### src/hw/otp_prog_cfg.svh
/*
 Constants for the one-time-programmable memory programming decoder.
 Assumes inclusion by its bare name from the package and design files.
*/
`ifndef OTP_PROG_CFG_SVH
`define OTP_PROG_CFG_SVH
`define ADDR_WIDTH 16
`define DATA_WIDTH 8
`define SIG_COUNT 4
`define CRYPT_TOP 16'h003f
`define SIG_BASE 16'h0030
`define PULSE_MIN_NS 100
`define CLK_PERIOD_NS 20
`define PULSE_MIN_CYC ((`PULSE_MIN_NS + `CLK_PERIOD_NS - 1) / `CLK_PERIOD_NS)
`define SIZE_SMALL 2'd0
`define SIZE_MIDDLE 2'd1
`define SIZE_LARGE 2'd2
`endif

### src/hw/otp_prog_pkg.sv
/*
 Types shared by the programming decoder files.
 Assumes otp_prog_cfg.svh is on the include path.
*/
`default_nettype none
`include "otp_prog_cfg.svh"
package otp_prog_pkg;
    typedef enum logic [2:0] {
        mode_idle,
        mode_prog_code,
        mode_verify_code,
        mode_prog_crypt,
        mode_read_sig,
        mode_prog_lock1,
        mode_prog_lock2,
        mode_prog_lock3
    } prog_mode_t;

    typedef enum logic [1:0] {
        pulse_wait,
        pulse_low,
        pulse_done
    } pulse_state_t;
endpackage : otp_prog_pkg
`default_nettype wire

### src/hw/pin_sync3.sv
/*
 Three-stage input synchroniser with agreement filter.
 Assumes asynchronous pin inputs and one clock.
*/
`default_nettype none
module pin_sync3 #(
    parameter int WIDTH = 1,
    parameter logic [WIDTH-1:0] INIT = '0
) (
    input wire logic ref_clk,
    input wire logic rst_b,
    input wire logic [WIDTH-1:0] pin_in,
    output logic [WIDTH-1:0] level_out
);
    if (WIDTH < 1) begin : g_bad_width
        $error("bad WIDTH");
    end

    logic [WIDTH-1:0] s1_q;
    logic [WIDTH-1:0] s2_q;
    logic [WIDTH-1:0] s3_q;

    always_ff @(posedge ref_clk) begin
        if (!rst_b) begin
            s1_q <= INIT;
            s2_q <= INIT;
            s3_q <= INIT;
        end else begin
            s1_q <= pin_in;
            s2_q <= s1_q;
            s3_q <= s2_q;
        end
    end

    // Each bit moves only once the second and third stages agree.
    always_ff @(posedge ref_clk) begin
        if (!rst_b) begin
            level_out <= INIT;
        end else begin
            for (int i = 0; i < WIDTH; i++) begin
                if (s2_q[i] == s3_q[i]) begin
                    level_out[i] <= s3_q[i];
                end
            end
        end
    end
endmodule : pin_sync3
`default_nettype wire

### src/hw/otp_program_mode_decoder.sv
/*
 Parallel programming and verify front end of the one-time-programmable code memory.
 Assumes the memory array and signature store sit outside, reached through the array ports;
 all pin inputs are asynchronous to ref_clk.
*/
`default_nettype none
`include "otp_prog_cfg.svh"

// What this block does
// - Address bits 0-15 come from port 1, port 2 bits 0-5, port 3 bits 4-5.
// - Data byte travels on port 0; programmer drives on program, device on verify.
// - Top address bit is 13, 14 or 15 depending on memory size variant.
// - Reset high and store-enable low in all modes; mode from five pins.
// - Code program and code verify are decoded from their pin patterns.
// - Encryption array program covers 0-3Fh, like code program with port 3.6 low.
// - Lock bits 1, 2, 3 are chosen by patterns 1111, 1100, 0110.
// - Four signature bytes are read with all mode pins low, no high voltage.
module otp_program_mode_decoder
    import otp_prog_pkg::*;
#(
    parameter logic [1:0] SIZE_VARIANT = `SIZE_LARGE,
    parameter int PULSE_MIN_CYCLES = `PULSE_MIN_CYC
) (
    input wire logic ref_clk,
    input wire logic rst_b,
    input wire logic reset_pin,
    input wire logic program_store_enable_n,
    input wire logic latch_strobe_program_pulse,
    input wire logic external_access_program_voltage,
    input wire logic [7:0] port1_in,
    input wire logic [7:0] port2_in,
    input wire logic [7:0] port3_in,
    input wire logic [7:0] port0_in,
    output logic [7:0] port0_out,
    output logic port0_oe,
    output logic [15:0] array_addr,
    output logic [7:0] array_wdata,
    output logic array_write,
    output logic crypt_write,
    output logic [2:0] lock_write,
    output logic sig_read,
    input wire logic [7:0] array_rdata,
    input wire logic [7:0] sig_rdata,
    output logic [2:0] mode_state
);
    // Refuse parameter values that the decoder cannot serve.
    if (SIZE_VARIANT > `SIZE_LARGE) begin : g_bad_size
        $error("bad SIZE_VARIANT");
    end
    if (PULSE_MIN_CYCLES < 1 || PULSE_MIN_CYCLES > 255) begin : g_bad_pulse
        $error("bad PULSE_MIN_CYCLES");
    end

    // The pulse counter is eight bits wide, so the minimum width is capped at 255 cycles.
    localparam logic [7:0] PULSE_CYC = 8'(PULSE_MIN_CYCLES);

    logic [7:0] p1_s, p2_s, p3_s, p0_s;
    logic [2:0] ctl_s;
    prog_mode_t mode_d, mode_q;
    pulse_state_t pst_q;
    logic [7:0] pulse_cnt_q;
    logic [15:0] addr_d;

    // Every pin passes the three-stage filter, so a level counts about four edges after it changes.
    pin_sync3 #(.WIDTH(8), .INIT(8'hff)) u_p1 (
        .ref_clk(ref_clk),
        .rst_b(rst_b),
        .pin_in(port1_in),
        .level_out(p1_s)
    );
    pin_sync3 #(.WIDTH(8), .INIT(8'hff)) u_p2 (
        .ref_clk(ref_clk),
        .rst_b(rst_b),
        .pin_in(port2_in),
        .level_out(p2_s)
    );
    pin_sync3 #(.WIDTH(8), .INIT(8'hff)) u_p3 (
        .ref_clk(ref_clk),
        .rst_b(rst_b),
        .pin_in(port3_in),
        .level_out(p3_s)
    );
    pin_sync3 #(.WIDTH(8), .INIT(8'hff)) u_p0 (
        .ref_clk(ref_clk),
        .rst_b(rst_b),
        .pin_in(port0_in),
        .level_out(p0_s)
    );
    pin_sync3 #(.WIDTH(3), .INIT(3'h3)) u_ctl (
        .ref_clk(ref_clk),
        .rst_b(rst_b),
        .pin_in({reset_pin, program_store_enable_n, latch_strobe_program_pulse}),
        .level_out(ctl_s)
    );

    // Bit order of a code: {port2.6, port2.7, port3.3, port3.6, port3.7}.
    function automatic prog_mode_t decode_mode(input logic rst_hi, input logic pse_n,
                                               input logic [4:0] pins, input logic vpp);
        prog_mode_t m;
        m = mode_idle;
        // Mode pins are trusted only while the reset pin is high and store-enable is low.
        if (rst_hi && !pse_n) begin
            case (pins)
                5'b01111: m = vpp ? mode_prog_code : mode_idle;
                5'b00011: m = mode_verify_code;
                5'b01101: m = mode_prog_crypt;
                5'b00000: m = vpp ? mode_idle : mode_read_sig;
                5'b11111: m = mode_prog_lock1;
                5'b11100: m = mode_prog_lock2;
                5'b10110: m = mode_prog_lock3;
                default: m = mode_idle;
            endcase
            // Verify pattern ignores port 2.7; cover both values.
            if (pins[4] == 1'b0 && pins[2:0] == 3'b011) m = mode_verify_code;
            if (pins[4] == 1'b0 && pins[2:0] == 3'b000 && !vpp) m = mode_read_sig;
        end
        return m;
    endfunction : decode_mode

    // Only these modes may turn a pulse into a write.
    function automatic logic is_program(input prog_mode_t m);
        return m == mode_prog_code || m == mode_prog_crypt || m == mode_prog_lock1 ||
               m == mode_prog_lock2 || m == mode_prog_lock3;
    endfunction : is_program

    // The high voltage level arrives as a logic flag from the level detector outside.
    // The flag resets low so that no pulse is honoured until the level is really present.
    logic vpp_s;
    pin_sync3 #(.WIDTH(1), .INIT(1'b0)) u_vpp (
        .ref_clk(ref_clk),
        .rst_b(rst_b),
        .pin_in(external_access_program_voltage),
        .level_out(vpp_s)
    );

    always_comb begin
        mode_d = decode_mode(ctl_s[2], ctl_s[1], {p2_s[6], p2_s[7], p3_s[3], p3_s[6], p3_s[7]}, vpp_s);
    end

    // Unimplemented top bits read as zero for smaller variants.
    always_comb begin
        addr_d = {p3_s[5], p3_s[4], p2_s[5:0], p1_s};
        case (SIZE_VARIANT)
            `SIZE_SMALL: addr_d[15:14] = 2'b00;
            `SIZE_MIDDLE: addr_d[15] = 1'b0;
            default: ;
        endcase
    end

    // Mode, address and write data are registered so that every output comes from a flip-flop.
    always_ff @(posedge ref_clk) begin
        if (!rst_b) begin
            mode_q <= mode_idle;
            array_addr <= 16'h0000;
            array_wdata <= 8'h00;
            mode_state <= 3'h0;
        end else begin
            mode_q <= mode_d;
            mode_state <= 3'(mode_d);
            array_addr <= (mode_d == mode_prog_crypt) ? (addr_d & `CRYPT_TOP) : addr_d;
            array_wdata <= p0_s;
        end
    end

    // A low pulse on the program pin, held long enough, fires one write at its rising end.
    always_ff @(posedge ref_clk) begin
        if (!rst_b) begin
            pst_q <= pulse_wait;
            pulse_cnt_q <= 8'h00;
            array_write <= 1'b0;
            crypt_write <= 1'b0;
            lock_write <= 3'b000;
        end else begin
            array_write <= 1'b0;
            crypt_write <= 1'b0;
            lock_write <= 3'b000;
            case (pst_q)
                pulse_wait: begin
                    pulse_cnt_q <= 8'h00;
                    if (!ctl_s[0] && vpp_s && is_program(mode_q)) pst_q <= pulse_low;
                end
                pulse_low: begin
                    // Losing the voltage or the mode mid-pulse abandons the pulse without a write.
                    if (!vpp_s || mode_d != mode_q) begin
                        pst_q <= pulse_wait;
                    end else if (ctl_s[0]) begin
                        pst_q <= pulse_done;
                    end else if (pulse_cnt_q != 8'hff) begin
                        pulse_cnt_q <= pulse_cnt_q + 8'h01;
                    end
                end
                pulse_done: begin
                    pst_q <= pulse_wait;
                    // The counter holds one less than the number of low cycles seen.
                    if (pulse_cnt_q >= PULSE_CYC - 8'h01) begin
                        array_write <= (mode_q == mode_prog_code);
                        crypt_write <= (mode_q == mode_prog_crypt);
                        lock_write <= {mode_q == mode_prog_lock3, mode_q == mode_prog_lock2,
                                       mode_q == mode_prog_lock1};
                    end
                end
                default: pst_q <= pulse_wait;
            endcase
        end
    end

    // The device drives port 0 only in verify and signature modes.
    // Port 0 data follow the mode by one edge, so the array read data have settled first.
    always_ff @(posedge ref_clk) begin
        if (!rst_b) begin
            port0_out <= 8'h00;
            port0_oe <= 1'b0;
            sig_read <= 1'b0;
        end else begin
            sig_read <= (mode_q == mode_read_sig);
            port0_oe <= (mode_q == mode_verify_code) || (mode_q == mode_read_sig);
            port0_out <= (mode_q == mode_read_sig) ? sig_rdata : array_rdata;
        end
    end
endmodule : otp_program_mode_decoder
`default_nettype wire

### config.mk
export PLATFORM = sky130hd
export DESIGN_NAME = otp_program_mode_decoder
export DESIGN_NICKNAME = d
export VERILOG_FILES = /design/src/hw/otp_prog_pkg.sv /design/src/hw/pin_sync3.sv /design/src/hw/otp_program_mode_decoder.sv
export VERILOG_INCLUDE_DIRS = /design/src /design/src/hw
export SDC_FILE = /design/constraint.sdc
export NUM_CORES = 1
export LEC_CHECK = 0
export ABC_AREA = 1
export BUFFER_PORTS_ARGS = -buffer_cell sky130_fd_sc_hd__buf_2
export CAP_MARGIN = 0
export CORE_MARGIN = 3
export CORE_UTILIZATION = 38
export DETAILED_ROUTE_END_ITERATION = 10
export PLACE_DENSITY_LB_ADDON = 0.25
export SYNTH_ARGS = -nofsm -noshare
export SYNTH_HDL_FRONTEND = slang
export SYNTH_SLANG_ARGS = --single-unit
### constraint.sdc
create_clock -name ref_clk -period 2 [get_ports ref_clk]
set_input_delay 0.2 -clock ref_clk [delete_from_list [all_inputs] [get_ports ref_clk]]
set_output_delay 0.2 -clock ref_clk [all_outputs]
set_load 0.01 [all_outputs]
==> out/results.ini, run 1 <==
[drt]
ant_nets = 0
wl_per_cell_um = 10.6
drtIter0Drc = 241
vias = 4332
wirelength_mm = 10.6
vias_per_cell = 4.33
dr.pass1.iters = 4
drc = 0

[placement]
io_buffers = 92
place_congestion = 0.735
dp_hpwl_mm = 6.66

[setup_path]
path_cells = inv_1 -> nand2_1 -> nor2_1 -> nor2_1 -> nand3_2 -> nand2_2 -> nand2_1 -> nand2_1 -> nor2_4 -> nand3_4 -> nand2_8 -> nand2_1 -> nand2_1 -> nor2_1
r2r_slack_ns = 0.22
crit_buf_inv = 1
crit_required_ns = 2.31
worst_r2r_path_depth = 14
reg2reg_from = u_p2.level_out[7]
worst-setup-path-type = flop to flop
slowest_delay_ns = 0.35
cp_common_cell = nand2_1
crit_path_start_kind = flop
cp-end-kind = flop
crit_fanout = 11
cp.arrival_ns = 2.08
critPathTopFamily = simple AND/OR/NAND/NOR gates
worstSetupEndpoint = pulse_cnt_q[5]
timing.rr.end = pulse_cnt_q[5]
crit_start = u_p2.level_out[7]
slowest_stage = dfxtp_2
path_depth = 14

[floorplan]
ios = 96
die_w_um = 131
dieArea_sq_um = 17100
dieHeight_um = 131
start_util_pct = 38.9
core_sq_um = 15300
core.rowCount = 45

[clock_tree]
clock-root-buffer = clkbuf_16
clock-sinks = 184
clock_path_buffers = 2
numCtsBuffers = 17
clk_pin_slew_worst_paths_ns = 0.06
tritoncts = built
clkLatencyLatePin_ns = 0.42
cts_htree_levels = 4
post_cts_buffers = 0

[timing]
period_share_pct = 88.8
fmax_ghz = 0.563
rsz0062_at_grt = false
final.setup.tns_ns = 0
slew_headroom_pct = 73.1
min_period_ns = 1.78
worstMarginPinSlew_ns = 0.403
hold_viol_final = 0
setup_viol = 0
skew_ns = 0.00890
final-max-slew-violation-count = 0

[pwr]
p_total_mw = 7.32
p_per_area_nw_per_um2 = 966
ir_drop_mv = 0.560
p_leak_nw = 3.40

[synthesis]
ys_ff_latch = 184
netlist_area_sq_um = 5930
synth-seq-area-share_pct = 62.1
synth_area_per_cell_sq_um = 9.19
synthesis.instances = 645
synth_common_cells = dfxtp_1 (184), or2_2 (94), nand2_1 (86)
synth_area_leaders = dfxtp_1 (62%), or2_2 (9.9%), nand2_1 (5.4%)
synth_top_cell_by_area = dfxtp_1
syn-num-nets = 701
yosysUniqueCellTypes = 28
ys_warn_count = 0
synth_edf_count = 0
ys.flop_type = dfxtp_1
synthArstFlopShare_pct = 0
yosysMostFrequentCell = dfxtp_1
synth_top_area_share_pct = 62.1

[layout]
antennaDiodeCount = 0
areaGrowthSynthToFinish_pct = 27.8
finish.net_count = 834
regMostFlops = array_addr
drive_gt1_share_pct = 31.3
largest_reg_flops = 16

[global_route]
overflow = 0
grt_pass1_vias = 4150
antenna_found_initial = 0
grt_max_degree = 81
grt_util_all_layers_pct = 13.0
grt_pass1_wl_mm = 17.7

[hold_path]
hp-class = primary input to flop

[job]
max-cap-violations = 0

[outcome]
status = finished, final reports clean

## repair_timing
item                                    CTS  global route
hold endpoints to repair                 37             0
endpoints found under the setup margin    0             7
gates resized for setup                   0             8
hold buffers                             37             0
## how the worst min path moves through the flow
stage / from / end / slack, ns / depth (start not counted)
after floorplan: reset_pin / u_ctl.s1_q[2] / 0.30 / 2
after global placement: port0_in[1] / u_p0.s1_q[1] / 0.38 / 2
after detailed placement: port1_in[6] / u_p1.s1_q[6] / 0.39 / 2
after CTS: sig_rdata[5] / port0_out[5] / 0.002 / 3
after global routing: sig_rdata[3] / port0_out[3] / 0.008 / 3
final: sig_rdata[3] / port0_out[3] / 0.02 / 3
## cells by family (layout without fill, tap and decap cells)
| kind of cell | count (synthesis) | after routing | share of synthesized area [%] |
|---|---|---|---|
| AND/OR/NAND/NOR | 292 | 292 | 24.4 |
| buffers and inverters | 79 | 224 | 5.21 |
| XOR/XNOR | 1 | 1 | 0.148 |
| AO/OA/AOI/OAI | 87 | 87 | 7.66 |
| flip-flops | 184 | 184 | 62.1 |
| adder cells (fa/ha/maj) | 2 | 2 | 0.422 |
## power by group
part           internal [mW]  switching (mW)  total, mW
clock network           1.88            1.31       3.18
registers               3.78          0.0375       3.82
logic                  0.179           0.139      0.318
## metrics by stage
step | worst slack (ns) | hold slack [ns] | cells | utilization, % | instance area [sq um]
3_3_place_gp | 0.201 | 0.384 | 933 | 43.4 | 6620
4_1_cts | 0.111 | 0.00170 | 1001 | 49.5 | 7560
3_5_place_dp | 0.138 | 0.387 | 933 | 43.4 | 6620
5_1_grt | 0.0114 | 0.00835 | 1001 | 49.7 | 7580
6_report | 0.225 | 0.0247 | 1001 | 49.7 | 7580
2_1_floorplan | 0.288 | 0.298 | 645 | - | 5930
## routing by layer
metal	share of wire [%]	vias to the layer above	global-route usage (%)
met5	0	-	0
met4	1.2	0	5.87
met3	4.5	14	4.63
met2	47	104	22.2
met1	47	1934	14.6
li1	-	2280	-
## area by class of cell
cell class | instances | area [sq um]
Sequential cell | 184 | 3690
Tap cell | 211 | 264
Multi-Input combinational cell | 382 | 1950
Clock buffer | 25 | 505
Timing Repair Buffer | 134 | 881
Fill cell | 1383 | 7680
Inverter | 59 | 223
Clock inverter | 6 | 63.8
## worst reg2reg max path, stage by stage, from the launching register on
cell and delay, ns:
dfxtp_2 0.35, inv_1 0.10, nand2_1 0.09, nor2_1 0.15, nor2_1 0.08, nand3_2 0.07
nand2_2 0.07, nand2_1 0.07, nand2_1 0.08, nor2_4 0.17, nand3_4 0.14, nand2_8 0.13
nand2_1 0.06, nand2_1 0.06, nor2_1 0.04
## cells in the final DEF, fill, tap and decap left out, types with 4 or more instances in the layout
cell type,n
clkbuf_8,5
o21ai_0,44
nor2_1,67
dlygate4sd3_1,37
buf_4,4
a21oi_1,39
nand3_1,15
dfxtp_1,179
nor3_1,5
dfxtp_2,5
nand2_1,85
or2_2,94
nand4_1,6
inv_1,56
clkbuf_16,17
nand2_2,9
buf_2,92
Power figures use the tool's default switching activity.
==> inputs of run 2 (changes only) <==
--- a/config.mk
+++ b/config.mk
@@ -10,7 +10,7 @@
 export BUFFER_PORTS_ARGS = -buffer_cell sky130_fd_sc_hd__buf_2
 export CAP_MARGIN = 0
 export CORE_MARGIN = 3
-export CORE_UTILIZATION = 38
+export CORE_UTILIZATION = 55
 export DETAILED_ROUTE_END_ITERATION = 10
 export PLACE_DENSITY_LB_ADDON = 0.25
 export SYNTH_ARGS = -nofsm -noshare
==> out/results.ini, run 2 (synthesized netlist as in run 1, its figures left out) <==
[setup_path]
crit_start = mode_q[0]
cp.arrival_ns = 2.23  ; +0.15 ns
crit_fanout = 8  ; -3
reg2reg_from = mode_q[0]
worst-setup-path-type = flop to flop
crit_path_start_kind = flop
crit_required_ns = 2.41  ; +0.10 ns
cp-end-kind = flop

[drt]
ant_nets = 0  ; unchanged
vias_per_cell = 4.71  ; +8.9%
drc = 0  ; unchanged
wirelength_mm = 11.2  ; +5.4%
dr.pass1.iters = 5  ; +1
wl_per_cell_um = 11.9  ; +12%
drtIter0Drc = 230  ; -4.6%
vias = 4425  ; +2.1%

[layout]
seqCellArea_sq_um = 3690  ; about the same
regMostFlops = array_addr
fillers = 767  ; -45%
multi_input_area_sq_um = 1950  ; +0.13%
drive_gt1_share_pct = 31.0  ; -0.26 points
areaGrowthSynthToFinish_pct = 28.0
largest_reg_flops = 16  ; unchanged
final_cell_mix = dfxtp_1 (180), or2_2 (94), buf_2 (92)
antennaDiodeCount = 0  ; unchanged
final_common_cell = dfxtp_1
finish.net_count = 847  ; +1.6%

[timing]
min_period_ns = 1.82  ; +0.0446 ns
final-max-slew-violation-count = 0  ; unchanged
worstMarginPinSlew_ns = 0.344  ; -0.0592 ns
hold_viol_final = 0  ; unchanged
final.setup.tns_ns = 0  ; unchanged
period_share_pct = 91.0  ; +2.2 points
skew_ns = 0.00875  ; -0.000157 ns
rsz0062_at_grt = false
setup_viol = 0  ; unchanged
fmax_ghz = 0.550  ; -2.5%
hold_ws_ns = 0.379  ; +0.354 ns
slew_headroom_pct = 77.1  ; +3.9 points

[floorplan]
dieArea_sq_um = 12100  ; -30%
core.rowCount = 37  ; -18%
die_w_um = 110  ; -16%
start_util_pct = 56.9  ; +18 points
dieHeight_um = 110  ; -16%
core_sq_um = 10400  ; -32%
ios = 96  ; unchanged

[pwr]
ir_drop_mv = 0.787  ; +41%
seqPwrFrac_pct = 53.3  ; +1.1 points
p_leak_nw = 3.46  ; +1.6%
p_clk_share_pct = 41.9  ; -1.6 points
p_per_area_nw_per_um2 = 945  ; -2.2%
p_sw_mw = 1.53  ; +3.0%
p_comb_share_pct = 4.8  ; +0.5 points
swShare_pct = 21.3  ; +1.0 points
p_total_mw = 7.17  ; -2.0%
p_int_mw = 5.64  ; -3.3%

[clock_tree]
tritoncts = built
numCtsBuffers = 17  ; unchanged
clock-sinks = 184  ; unchanged
clk_pin_slew_worst_paths_ns = 0.07  ; about the same
post_cts_buffers = 0  ; unchanged
clkLatencyLatePin_ns = 0.53  ; +0.11 ns
clock_path_buffers = 2  ; unchanged
clock-root-buffer = clkbuf_8
cts_htree_levels = 4  ; unchanged

[global_route]
grt_pass1_wl_mm = 18.5  ; +4.7%
antenna_found_initial = 0  ; unchanged
grt_pass1_vias = 4216  ; +1.6%
grt_max_degree = 109  ; +35%
grt_util_all_layers_pct = 19.9  ; +6.9 points
overflow = 0  ; unchanged

[hold_path]
hp-class = primary input to flop
min_from = port1_in[4]

[job]
max-cap-violations = 0  ; unchanged

[outcome]
status = finished, final reports clean

[placement]
io_buffers = 92  ; unchanged
place_congestion = 0.794  ; +8.1%
dp_hpwl_mm = 6.44  ; -3.4%

-- run 2: cell count changes in the layout (fill, tap and decap cells not counted), sizes merged --
cell         delta
dlygate4sd3    +13
clkinv          +3
clkbuf          -2
bufinv          -1
clkinvlp        -1
inv             +1
-- run 2: area by class of cell --
class,count,share of cell area (%)
clock inverter,8,0.857
tap,136,2.24
inverter,59,2.93
multi-input combinational,382,25.8
clock buffer,23,6.28
sequential,184,48.6
timing repair buffer,147,13.3
-- run 2: path summary, 6_finish.rpt --
path                  end  slack, ns  depth (start not counted)
min reg2reg  u_p2.s2_q[2]       0.41                          1
max reg2reg  port0_out[3]       0.18                          7
min          u_p1.s1_q[4]       0.38                          3
max          port0_out[3]       0.18                          7
-- run 2: timing repair --
item                                    4_1_cts  5_1_grt
endpoints found under the hold margin        46        0
gates resized for setup                       0        9
hold buffers                                 50        0
endpoints found under the setup margin        0       15
-- run 2: through the flow --
step	cells	setup WS [ns]	cell area (sq um)	util (%)
2_1_floorplan	645	0.288	5930	-
3_3_place_gp	858	0.212	6520	62.6
3_5_place_dp	858	0.175	6520	62.6
4_1_cts	939	0.0616	7560	72.6
5_1_grt	939	0.0225	7590	72.9
6_report	939	0.180	7590	72.9
-- run 2: power groups by stage --
stage	registers (mW)	clock network, mW	logic [mW]
floorplan	3.91	0	0.134
global placement	3.89	0	0.259
detailed placement	3.90	0	0.266
CTS	3.82	3.08	0.342
global route	3.83	3.25	0.384
finish	3.82	3.01	0.346
-- run 2: critical path, stage by stage, from the launching register on --
cell and delay [ns]:
dfxtp_1 0.49, nor2_1 0.09, inv_1 0.07, nor2_1 0.07
buf_4 0.17, o21ai_0 0.18, nor2_1 0.05, dlygate4sd3_1 0.58
-- run 2: layer usage --
metal | global-route usage [%] | vias up | wire length [um]
li1 | - | 2306 | -
met1 | 23.3 | 2004 | 4940
met2 | 32.6 | 94 | 5540
met3 | 8.22 | 21 | 468
met4 | 7.39 | 0 | 206
met5 | 0 | - | 0
